`src/core/tccp_pkg.sv`:
```
package tccp_pkg;
   // Clock select codes of timer 1
   localparam logic [1:0] TIMER1_CLOCK_SELECT_DIV1 = 2'h0;
   localparam logic [1:0] TIMER1_CLOCK_SELECT_DIV2 = 2'h1;
   localparam logic [1:0] TIMER1_CLOCK_SELECT_DIV8 = 2'h2;
   localparam logic [1:0] TIMER1_CLOCK_SELECT_CASCADE = 2'h3;
   // Source clock periods (ns) at a 4 MHz oscillator
   localparam int OSC_PERIOD_NS = 250;
   localparam int SRC_PERIOD_00_NS = 250;
   localparam int SRC_PERIOD_01_NS = 500;
   localparam int SRC_PERIOD_10_NS = 2000;
   localparam int CLOCK_PERIOD_NS = 10;
   localparam int OSC_CYCLES = (OSC_PERIOD_NS + CLOCK_PERIOD_NS - 1) / CLOCK_PERIOD_NS;
   localparam logic [11:0] SRC_CYC_00 = 12'((SRC_PERIOD_00_NS + CLOCK_PERIOD_NS - 1)
                                           / CLOCK_PERIOD_NS);
   localparam logic [11:0] SRC_CYC_01 = 12'((SRC_PERIOD_01_NS + CLOCK_PERIOD_NS - 1)
                                           / CLOCK_PERIOD_NS);
   localparam logic [11:0] SRC_CYC_10 = 12'((SRC_PERIOD_10_NS + CLOCK_PERIOD_NS - 1)
                                           / CLOCK_PERIOD_NS);
   // Timer 0 prescale ratios in oscillator periods
   localparam logic [11:0] T0_CYC_UNIT = 12'(OSC_CYCLES);
   // Edge select codes
   localparam logic [1:0] EDGE_FALL = 2'h1;
   localparam logic [1:0] EDGE_RISE = 2'h2;
   localparam logic [1:0] EDGE_BOTH = 2'h3;
   // Reset values
   localparam logic [7:0] COUNT_RESET = 8'h00;
   localparam logic [9:0] PWM_RESET = 10'h000;
   localparam logic [11:0] PRESCALE_RESET = 12'h000;
endpackage : tccp_pkg

```
`src/core/timer_capture_compare_pwm.sv`:
```
`timescale 1ns/100ps
module timer_capture_compare_pwm
   import tccp_pkg::*;
(
   input wire logic clock_i,
   input wire logic rstn_i,
   input wire logic enable_i,
   input wire logic [2:0] timer0_clock_select_i,
   input wire logic [1:0] timer1_clock_select_i,
   input wire logic cascade_select_i,
   input wire logic timer0_capture_enable_i,
   input wire logic timer1_capture_enable_i,
   input wire logic pwm_enable_bit_i,
   input wire logic pwm_polarity_i,
   input wire logic pwm_output_pin_select_i,
   input wire logic timer0_compare_select_i,
   input wire logic [7:0] compare_data0_i,
   input wire logic [7:0] compare_data1_i,
   input wire logic [7:0] pwm_period_low_i,
   input wire logic [7:0] pwm_duty_low_i,
   input wire logic [3:0] pwm_high_bits_reg_i,
   input wire logic [1:0] edge_select0_i,
   input wire logic [1:0] edge_select1_i,
   input wire logic capture_input0_i,
   input wire logic capture_input1_i,
   output logic [7:0] read_value0_o,
   output logic [7:0] read_value1_o,
   output logic timer0_irq_o,
   output logic timer1_irq_o,
   output logic ext_irq0_o,
   output logic ext_irq1_o,
   output logic timer0_compare_pin_o,
   output logic timer1_compare_pin_o
);
   logic [11:0] pre0, pre1, next_pre0, next_pre1;
   logic [7:0] count0, count1, next_count0, next_count1;
   logic [7:0] timer0_capture_enable, timer1_capture_enable, next_timer0_capture_enable, next_timer1_capture_enable;
   logic [9:0] pcount, next_pcount, duty_act, next_duty_act;
   logic in0_q, in1_q, next_in0_q, next_in1_q;
   logic tog0, tog1, next_tog0, next_tog1;
   logic pwm_out, next_pwm_out;
   logic t0irq, t1irq, e0irq, e1irq;
   logic tick0, tick1, match0, match1, edge0, edge1, pwm_mode, wide;
   logic [9:0] period, duty_hold;
   logic armed, next_armed;

   function automatic logic edge_hit(input logic [1:0] sel, input logic prev, input logic cur);
      edge_hit = ((sel == EDGE_FALL || sel == EDGE_BOTH) && prev && !cur) ||
                 ((sel == EDGE_RISE || sel == EDGE_BOTH) && !prev && cur);
   endfunction : edge_hit

   function automatic logic wrap_hit(input logic [9:0] cnt, input logic [9:0] top);
      wrap_hit = (({1'b0, cnt} + 11'h001) >= {1'b0, top});
   endfunction : wrap_hit

   function automatic logic [11:0] t0_ratio(input logic [2:0] sel);
      case (sel)
         3'h0: t0_ratio = 12'(2) * T0_CYC_UNIT;
         3'h1: t0_ratio = 12'(4) * T0_CYC_UNIT;
         3'h2: t0_ratio = 12'(8) * T0_CYC_UNIT;
         3'h3: t0_ratio = 12'(32) * T0_CYC_UNIT;
         default: t0_ratio = 12'(128) * T0_CYC_UNIT;
      endcase
   endfunction : t0_ratio

   function automatic logic [11:0] t1_ratio(input logic [1:0] sel);
      case (sel)
         TIMER1_CLOCK_SELECT_DIV1: t1_ratio = SRC_CYC_00;
         TIMER1_CLOCK_SELECT_DIV2: t1_ratio = SRC_CYC_01;
         default: t1_ratio = SRC_CYC_10;
      endcase
   endfunction : t1_ratio

   assign wide = cascade_select_i && (timer1_clock_select_i == TIMER1_CLOCK_SELECT_CASCADE);
   assign pwm_mode = pwm_enable_bit_i && !wide;
   assign period = {pwm_high_bits_reg_i[3:2], pwm_period_low_i};
   assign duty_hold = {pwm_high_bits_reg_i[1:0], pwm_duty_low_i};
   assign tick0 = enable_i && (pre0 + 12'h001 >= t0_ratio(timer0_clock_select_i));
   assign tick1 = enable_i && (pre1 + 12'h001 >= t1_ratio(timer1_clock_select_i));
   // No edge on the first sample after reset
   assign edge0 = armed && edge_hit(edge_select0_i, in0_q, capture_input0_i);
   assign edge1 = armed && edge_hit(edge_select1_i, in1_q, capture_input1_i);
   assign match0 = wide ? ({count1, count0} == {compare_data1_i, compare_data0_i})
                        : (count0 == compare_data0_i);
   assign match1 = !wide && (count1 == compare_data1_i);

   always_comb begin
      next_pre0 = pre0;
      next_pre1 = pre1;
      next_count0 = count0;
      next_count1 = count1;
      next_timer0_capture_enable = timer0_capture_enable;
      next_timer1_capture_enable = timer1_capture_enable;
      next_tog0 = tog0;
      next_tog1 = tog1;
      next_in0_q = capture_input0_i;
      next_in1_q = capture_input1_i;
      next_armed = 1'b1;
      if (tick0) begin
         next_pre0 = PRESCALE_RESET;
      end else begin
         next_pre0 = pre0 + 12'h001;
      end
      if (tick1) begin
         next_pre1 = PRESCALE_RESET;
      end else begin
         next_pre1 = pre1 + 12'h001;
      end
      if (tick0) begin
         if (match0) begin
            next_count0 = COUNT_RESET;
            next_tog0 = !tog0;
            if (wide) begin
               next_count1 = COUNT_RESET;
            end
         end else begin
            next_count0 = count0 + 8'h01;
            if (wide && count0 == 8'hff) begin
               next_count1 = count1 + 8'h01;
            end
         end
      end
      if (!wide && !pwm_mode && tick1) begin
         if (match1) begin
            next_count1 = COUNT_RESET;
            next_tog1 = !tog1;
         end else begin
            next_count1 = count1 + 8'h01;
         end
      end
      if (enable_i && timer0_capture_enable_i && edge0) begin
         next_timer0_capture_enable = count0;
         next_count0 = COUNT_RESET;
         if (wide) begin
            next_timer1_capture_enable = count1;
            next_count1 = COUNT_RESET;
         end
      end
      if (enable_i && !wide && timer1_capture_enable_i && edge1) begin
         next_timer1_capture_enable = count1;
         next_count1 = COUNT_RESET;
      end
      if (!enable_i) begin
         next_pre0 = pre0;
         next_pre1 = pre1;
         next_in0_q = in0_q;
         next_in1_q = in1_q;
      end
   end

   always_comb begin
      next_pcount = pcount;
      next_duty_act = duty_act;
      next_pwm_out = pwm_out;
      if (pwm_mode && tick1) begin
         if (wrap_hit(pcount, period)) begin
            next_pcount = PWM_RESET;
            next_duty_act = duty_hold;
         end else begin
            next_pcount = pcount + 10'h001;
         end
      end
      if (duty_act == 10'h000) begin
         next_pwm_out = !pwm_polarity_i;
      end else if (duty_act >= period) begin
         next_pwm_out = pwm_polarity_i;
      end else begin
         next_pwm_out = (pcount < duty_act) ? pwm_polarity_i : !pwm_polarity_i;
      end
   end

   always_ff @(posedge clock_i or negedge rstn_i) begin
      if (!rstn_i) begin
         pre0 <= PRESCALE_RESET;
         pre1 <= PRESCALE_RESET;
         count0 <= COUNT_RESET;
         count1 <= COUNT_RESET;
         timer0_capture_enable <= COUNT_RESET;
         timer1_capture_enable <= COUNT_RESET;
         in0_q <= 1'b0;
         in1_q <= 1'b0;
         armed <= 1'b0;
         tog0 <= 1'b0;
         tog1 <= 1'b0;
         pcount <= PWM_RESET;
         duty_act <= PWM_RESET;
         pwm_out <= 1'b0;
         t0irq <= 1'b0;
         t1irq <= 1'b0;
         e0irq <= 1'b0;
         e1irq <= 1'b0;
         read_value0_o <= COUNT_RESET;
         read_value1_o <= COUNT_RESET;
         timer0_compare_pin_o <= 1'b0;
         timer1_compare_pin_o <= 1'b0;
      end else if (enable_i) begin
         pre0 <= next_pre0;
         pre1 <= next_pre1;
         count0 <= next_count0;
         count1 <= next_count1;
         timer0_capture_enable <= next_timer0_capture_enable;
         timer1_capture_enable <= next_timer1_capture_enable;
         in0_q <= next_in0_q;
         in1_q <= next_in1_q;
         armed <= next_armed;
         tog0 <= next_tog0;
         tog1 <= next_tog1;
         pcount <= next_pcount;
         duty_act <= next_duty_act;
         pwm_out <= next_pwm_out;
         t0irq <= tick0 && match0;
         t1irq <= tick1 && match1 && !pwm_mode;
         e0irq <= edge0;
         e1irq <= edge1;
         read_value0_o <= timer0_capture_enable_i ? next_timer0_capture_enable : next_count0;
         read_value1_o <= (timer1_capture_enable_i || (wide && timer0_capture_enable_i))
                          ? next_timer1_capture_enable : next_count1;
         timer0_compare_pin_o <= timer0_compare_select_i && next_tog0;
         if (pwm_output_pin_select_i && pwm_mode) begin
            timer1_compare_pin_o <= next_pwm_out;
         end else begin
            timer1_compare_pin_o <= pwm_output_pin_select_i && !pwm_enable_bit_i
                                    && (wide ? next_tog0 : next_tog1);
         end
      end
   end

   assign timer0_irq_o = t0irq;
   assign timer1_irq_o = t1irq;
   assign ext_irq0_o = e0irq;
   assign ext_irq1_o = e1irq;
endmodule : timer_capture_compare_pwm

```
`config.mk`:
```
export PLATFORM = sky130hd
export DESIGN_NAME = timer_capture_compare_pwm
export DESIGN_NICKNAME = d
export VERILOG_FILES = /design/src/core/tccp_pkg.sv /design/src/core/timer_capture_compare_pwm.sv
export SDC_FILE = /design/constraint.sdc
export NUM_CORES = 1
export LEC_CHECK = 0
export ABC_AREA = 1
export BUFFER_PORTS_ARGS = -buffer_cell sky130_fd_sc_hd__buf_2
export CAP_MARGIN = 20
export CELL_PAD_IN_SITES_DETAIL_PLACEMENT = 0
export CELL_PAD_IN_SITES_GLOBAL_PLACEMENT = 1
export CORE_AREA = 4 4 134 136
export DETAILED_ROUTE_END_ITERATION = 7
export DIE_AREA = 0 0 138 140
export GPL_TIMING_DRIVEN = 0
export PLACE_DENSITY_LB_ADDON = 0.1
export RECOVER_POWER = 25
export SETUP_SLACK_MARGIN = 0.05
export SYNTH_ARGS = -nofsm -noshare
export SYNTH_HDL_FRONTEND = slang
export SYNTH_SLANG_ARGS = --single-unit
```
`constraint.sdc`:
```
create_clock -name clock_i -period 4.2 [get_ports clock_i]
set_input_delay 0.42 -clock clock_i [delete_from_list [all_inputs] [get_ports clock_i]]
set_output_delay 0.42 -clock clock_i [all_outputs]
set_load 0.01 [all_outputs]
```
## Word-level counts from Yosys, hierarchy flattened

Index checks and enable logic that the tools add are counted.
Widths: inputs -> output; s select.

- Input port bits: 57
- Output and inout port bits: 22
- Register bits after elaboration: 103
- Word-level logic and storage cells: 134

- Eq/ne operators: 15
- Multiplexer cells: 33
- Reduce and logical (&&, ||, !) cells: 54
- $lt $le $gt $ge: 5
- Add/subtract/negate cells: 6

Operators with widths:

| kind | count |
|---|---|
| $mux 8 | 18 |
| $pmux 12 s4 | 1 |
| $logic_and 1x1->1 | 32 |
| $add 12x1->12 const B | 2 |
| $ge 12x12->1 | 2 |
| $mux 12 | 2 |
| $add 8x1->8 const B | 2 |
| $eq 16x16->1 | 1 |
| $eq 8x8->1 | 2 |
| $pmux 8 s2 | 1 |
| $add 10x1->11 const B | 1 |
| $ge 11x10->1 | 1 |
| $add 10x1->10 const B | 1 |
| $eq 2x2->1 const B | 5 |
| $ge 10x10->1 | 1 |
| $logic_not 1->1 | 10 |
| $logic_not 10->1 | 1 |
| $lt 10x10->1 | 1 |
| $mux 1 | 10 |
| $mux 10 | 1 |
| $eq 8x8->1 const B | 1 |
| $logic_or 1x1->1 | 7 |
| $eq 2x1->1 const B | 3 |
| $eq 3x2->1 const B | 2 |
| 5 further kinds | 5 |

## Logic depth before layout (Yosys ltp)

- Word-level depth: 12
- Mapped depth: 24
- Depth with buffers taken out: 24

## Worst setup path before layout

Ideal clock, no wire load.

- Path kind: reg2reg
- Start: reg pre0[2]
- End: reg read_value1_o[1]
- Required time: 4,084 ps
- Slack: 1,281 ps
- Arrival time: 2,802 ps
- Clock period less this slack: 2,919 ps
- Cell stages (with the launch flop): 23
- Setup time: 116 ps
- Path buffers: 1
- Cells stage by stage: dfrtp_1 > inv_1 > nor3_2 > nand2_1 > nor4_2 > nand3_1 > nor2_1 > xor2_1 > ha_1 > nand2_1 > nor2_2 > and2_1 > nand2_1 > nand4_1 > nand2_2 > inv_2 > buf_4 > o21ai_1 > nand2_1 > nand3_2 > nand2_1 > nand2_1 > nand2_1

- Cells in the longest elaborated chain, start to end: 9

RTL lines:

| what | RTL line | RTL |
|---|---|---|
| from (decl) | timer_capture_compare_pwm.sv:35 | `logic [11:0] pre0, pre1, next_pre0, next_pre1;` |
| from (signal assigned) | timer_capture_compare_pwm.sv:197 | `pre0 <= next_pre0;` |
| $add 12x1->12 * | timer_capture_compare_pwm.sv:78 | `assign tick0 = enable_i && (pre0 + 12'h001 >= t0_ratio(timer0_clock_select_i));` |
| $ge 12x12->1 * | timer_capture_compare_pwm.sv:78 |  |
| $logic_and 1x1->1 * | timer_capture_compare_pwm.sv:78 |  |
| $mux 8 * | timer_capture_compare_pwm.sv:109 | `if (tick0) begin` |
| $mux 8 * | timer_capture_compare_pwm.sv:123 | `if (!wide && !pwm_mode && tick1) begin` |
| $mux 8 | timer_capture_compare_pwm.sv:134 | `if (wide) begin` |
| $mux 8 * | timer_capture_compare_pwm.sv:131 | `if (enable_i && timer0_capture_enable_i && edge0) begin` |
| $mux 8 * | timer_capture_compare_pwm.sv:139 | `if (enable_i && !wide && timer1_capture_enable_i && edge1) begin` |
| $mux 8 * | timer_capture_compare_pwm.sv:217 | `? next_timer1_capture_enable : next_count1;` |
| to (signal assigned) | timer_capture_compare_pwm.sv:216 | `read_value1_o <= (timer1_capture_enable_i \|\| (wide && timer0_capture_enable_i))` |
| to (decl) | timer_capture_compare_pwm.sv:27 | `output logic [7:0] read_value1_o,` |

Every way passes the cells marked *; elsewhere a longest branch is shown, timed or not.
A chain may end at the register's enable or synchronous reset.

## Worst setup path in the final report

- Start: reg pre0[2]
- End: reg read_value0_o[4]

- Cells in the longest elaborated chain, start to end: 6

RTL lines:

| what | RTL line | RTL |
|---|---|---|
| $add 12x1->12 | timer_capture_compare_pwm.sv:78 |  |
| $ge 12x12->1 | timer_capture_compare_pwm.sv:78 |  |
| $logic_and 1x1->1 | timer_capture_compare_pwm.sv:78 |  |
| $mux 8 | timer_capture_compare_pwm.sv:109 |  |
| $mux 8 | timer_capture_compare_pwm.sv:131 |  |
| $mux 8 | timer_capture_compare_pwm.sv:215 | `read_value0_o <= timer0_capture_enable_i ? next_timer0_capture_enable : next_count0;` |
| to (signal assigned) | timer_capture_compare_pwm.sv:215 |  |
| to (decl) | timer_capture_compare_pwm.sv:26 | `output logic [7:0] read_value0_o,` |

Every way passes these cells.

==> summary.md <==
| Metric | Value |
|---|---|
| Area occupied by multi-input gates | `3872 um^2` |
| Vias/cell | `4.839` |
| Largest family of logic cells by synthesized area | `simple AND/OR/NAND/NOR gates` |
| Xor and xnor area share after synthesis | `3.874%` |
| Pwr dens | `442.3 nW/um^2` |
| Mux cell area share after synthesis | `0%` |
| Synthesized area | `7234 um^2` |
| Yosys Warn Count | `0` |
| # Max-Cap Violations | `2` |
| DRT Pass-1 Iters | `4` |
| WL final | `18480 um` |
| Top FF cell, synth | `dfrtp_1` |
| First-pass GRT wire length | `31260 um` |
| Fin cells | `1305` |
| Max-slew violation count | `106` |
| Most frequent cell after synthesis | `nand2_1` |
| Lkg Pwr | `4.561 nW` |
| Post-route DRC | `0` |
| Placer congestion estimate | `0.7967` |
| Slowest Stage Delay on Critical Path | `390 ps` |
| Initial Util | `42.72%` |
| Fmax | `285.6 MHz` |
| VDD IR max | `216.8 uV` |
| Post-DRT Antenna Nets | `0` |
| Tmin final | `3501 ps` |
| Design Power | `3.631 mW` |
| Layout cell share with drive strength beyond 1 | `16.30%` |
| Logic pwr share | `36.5%` |
| Vert. Die Dim | `140 um` |
| Die Area | `19320 um^2` |
| Reg power frac | `39.0%` |
| Register area | `2577 um^2` |
| NetSw | `1.440 mW` |
| Core footprint | `16940 um^2` |
| Row count | `48` |
| Failing checks | `capacitance limit, slew limit` |
| Post-CTS sizing | `0` |
| Clock root cell | `clkbuf_16` |
| Worst Path Required | `4440 ps` |
| Cells along the critical path | `inv_1, nor3_2, nand2_1, nor4_2, nand3_1, nor2_1, xor2_1, ha_1, nand2_1, nor2_2, and2_1, nand2_1, nand4_1, nand2_2, inv_2, buf_4, nand3_1, nand3_1, a21oi_1, o21ai_0, nand2_1` |
| RSZ-0062 raised after global routing | `no` |
| Layout Nets | `1184` |
| Count of different cell masters after synthesis | `46` |
| Synth area leader | `dfrtp_1` |
| CTS Hold Bufs | `0` |
| Sw Ratio | `39.66%` |
| Worst slew pin tran | `2099 ps` |
| Worst skew pair latency | `350 ps` |
| HP Class | `primary input to register` |
| Synth top area cells | `dfrtp_1, nand2_1, ha_1` |
| Commonest cells post-synth | `nand2_1, inv_1, dfrtp_1` |
| Filler Cells Inserted | `1799` |
| Starting DRT DRC Count | `403` |
| Most used cell along the critical path | `nand2_1` |
| Total CTS buffers | `9` |
| Post-CTS Setup Bufs | `0` |
| TritonCTS clock tree | `yes` |
| Synth Instances | `986` |
| Syn Area/Cell | `7.337 um^2` |
| Crit path max-delay cell type | `dfrtp_1` |
| Crit path kind | `register to register` |
| Area Growth Syn to Fin | `13.47%` |
| Slew margin rel. | `-39.93%` |
| Final cycle utilization of the critical path | `83.36%` |
| Diodes inserted | `0` |
| Clock skew | `6.929 ps` |
| CP max FO | `10` |
| Routed len/inst | `14.16 um` |
| Worst path arrival time | `3740 ps` |
| Top cell type's share of synthesized area | `35.63%` |
| Vias in the first global route | `6217` |
| Compound-cell area share of the yosys netlist | `10.53%` |
| Global route overflow | `0` |
| Buf+Inv Stages, Crit Path | `3` |
| Post-synthesis sequential area ratio | `35.63%` |
| Largest net degree at the start of global routing | `69` |
| Clock Path Buffers | `2` |
| Finish-stage setup viols | `0` |
| Status | `finished, violations left` |
| Crit end category | `register` |
| Number of synthesized flops with an enable pin | `0` |
| WHS | `300.7 ps` |
| Async SR Flop Fraction | `100.0%` |
| R2r setup slk | `700 ps` |
| Total track usage | `19.64%` |
| CTS Sinks | `103` |
| H-tree depth | `3` |
| Critical path's top delay family | `simple AND/OR/NAND/NOR gates` |
| Adder-Cell Fraction of Synth Area | `8.993%` |
| Ports | `79` |
| Syn nets | `1095` |
| Chip width | `138 um` |
| Flops & latches, synth | `103` |
| Hold Fails Final Rpt | `0` |
| Fin Setup TNS | `0 ps` |
| Dpl cells | `1289` |
| Clock power frac | `24.6%` |
| Worst-path clk slew | `80 ps` |
| Initial antenna violation count | `0` |
| DPL Wire Length | `14410 um` |
| Simple-gate share of the synthesized area | `30.13%` |
| Int Pwr | `2.191 mW` |
| I/O Buffers | `77` |
| Worst Setup Start Kind | `register` |
| Via count | `6315` |
tightest hold or removal path, stage by stage:
cell and delay (ps):
buf_2 70, nor2_1 40, a21oi_2 80
layout make-up:
class,instances,share of cell area (%)
Timing Repair Buffer,78,4.740
Clock inverter,6,0.9145
Sequential cell,103,31.40
Multi-Input combinational cell,691,47.17
Buffer,25,1.920
Inverter,167,7.636
Clock buffer,10,2.789
Tap cell,225,3.429
worst paths after layout:
kind                                     startpoint  depth (start not counted)                  endpoint
hold / removal               pwm_high_bits_reg_i[0]                          3               duty_act[8]
min in group asynchronous                    rstn_i                          1  timer1_capture_enable[5]
max in group asynchronous                    rstn_i                          2                 pcount[0]
setup / recovery                            pre0[2]                         21          read_value0_o[4]
setup reg to reg                            pre0[2]                         21          read_value0_o[4]
hold reg to reg            timer0_capture_enable[1]                          2  timer0_capture_enable[1]
stage by stage:
stage               worst slack [ps]  utilization [%]  area [um^2]
CTS                            647.4            48.63         8235
global route                   265.4            48.47         8209
floorplan                       1281                -         7234
global placement               633.5            46.65         7901
finish                         699.0            48.47         8209
detailed placement             670.9            46.83         7931
layout by cell type (no fill, tap or decap), types with 12 or more instances in the layout:
master    netlist  final
nand4_1        15     15
nand2_1       292    292
dfrtp_1       103    103
clkbuf_1       10     12
inv_2          17     17
o21ai_0        54     54
inv_1         148    148
buf_2           6     82
xor2_1         26     26
nand3_1        62     62
a21oi_1        22     22
nor2_1         57     57
o21ai_1        17     17
ha_1           52     52
power groups by stage:
stage                     Combinational [mW]  Clock, mW  Sequential, mW
final                                   1.32      0.892            1.42
after CTS                               1.34      0.914            1.42
after floorplan                        0.976          0            1.40
after global routing                    1.55      0.953            1.45
after detailed placement                1.34          0            1.43
after global placement                  1.32          0            1.43
registers in the layout, summed over array words and instances (netlist names), 8 cells and up:
name	flops
timer0_capture_enable	8
pre0	12
pre1	12
duty_act	10
pcount	10
count1	8
timer1_capture_enable	8
read_value0_o	8
count0	8
read_value1_o	8
layer usage:
metal,vias up,share of wire (%),track usage [%]
li1,3311,-,-
met5,-,0,0
met1,2882,49,27.77
met4,0,1.4,4.836
met2,103,45,32.14
met3,19,3.9,2.526
cell families after synthesis:
group           after synthesis
compound gates              131
flops                       103
simple gates                476
xor+xnor                     32
fa+ha+maj                    52
buf+inv                     192
Power figures use the tool's default switching activity.
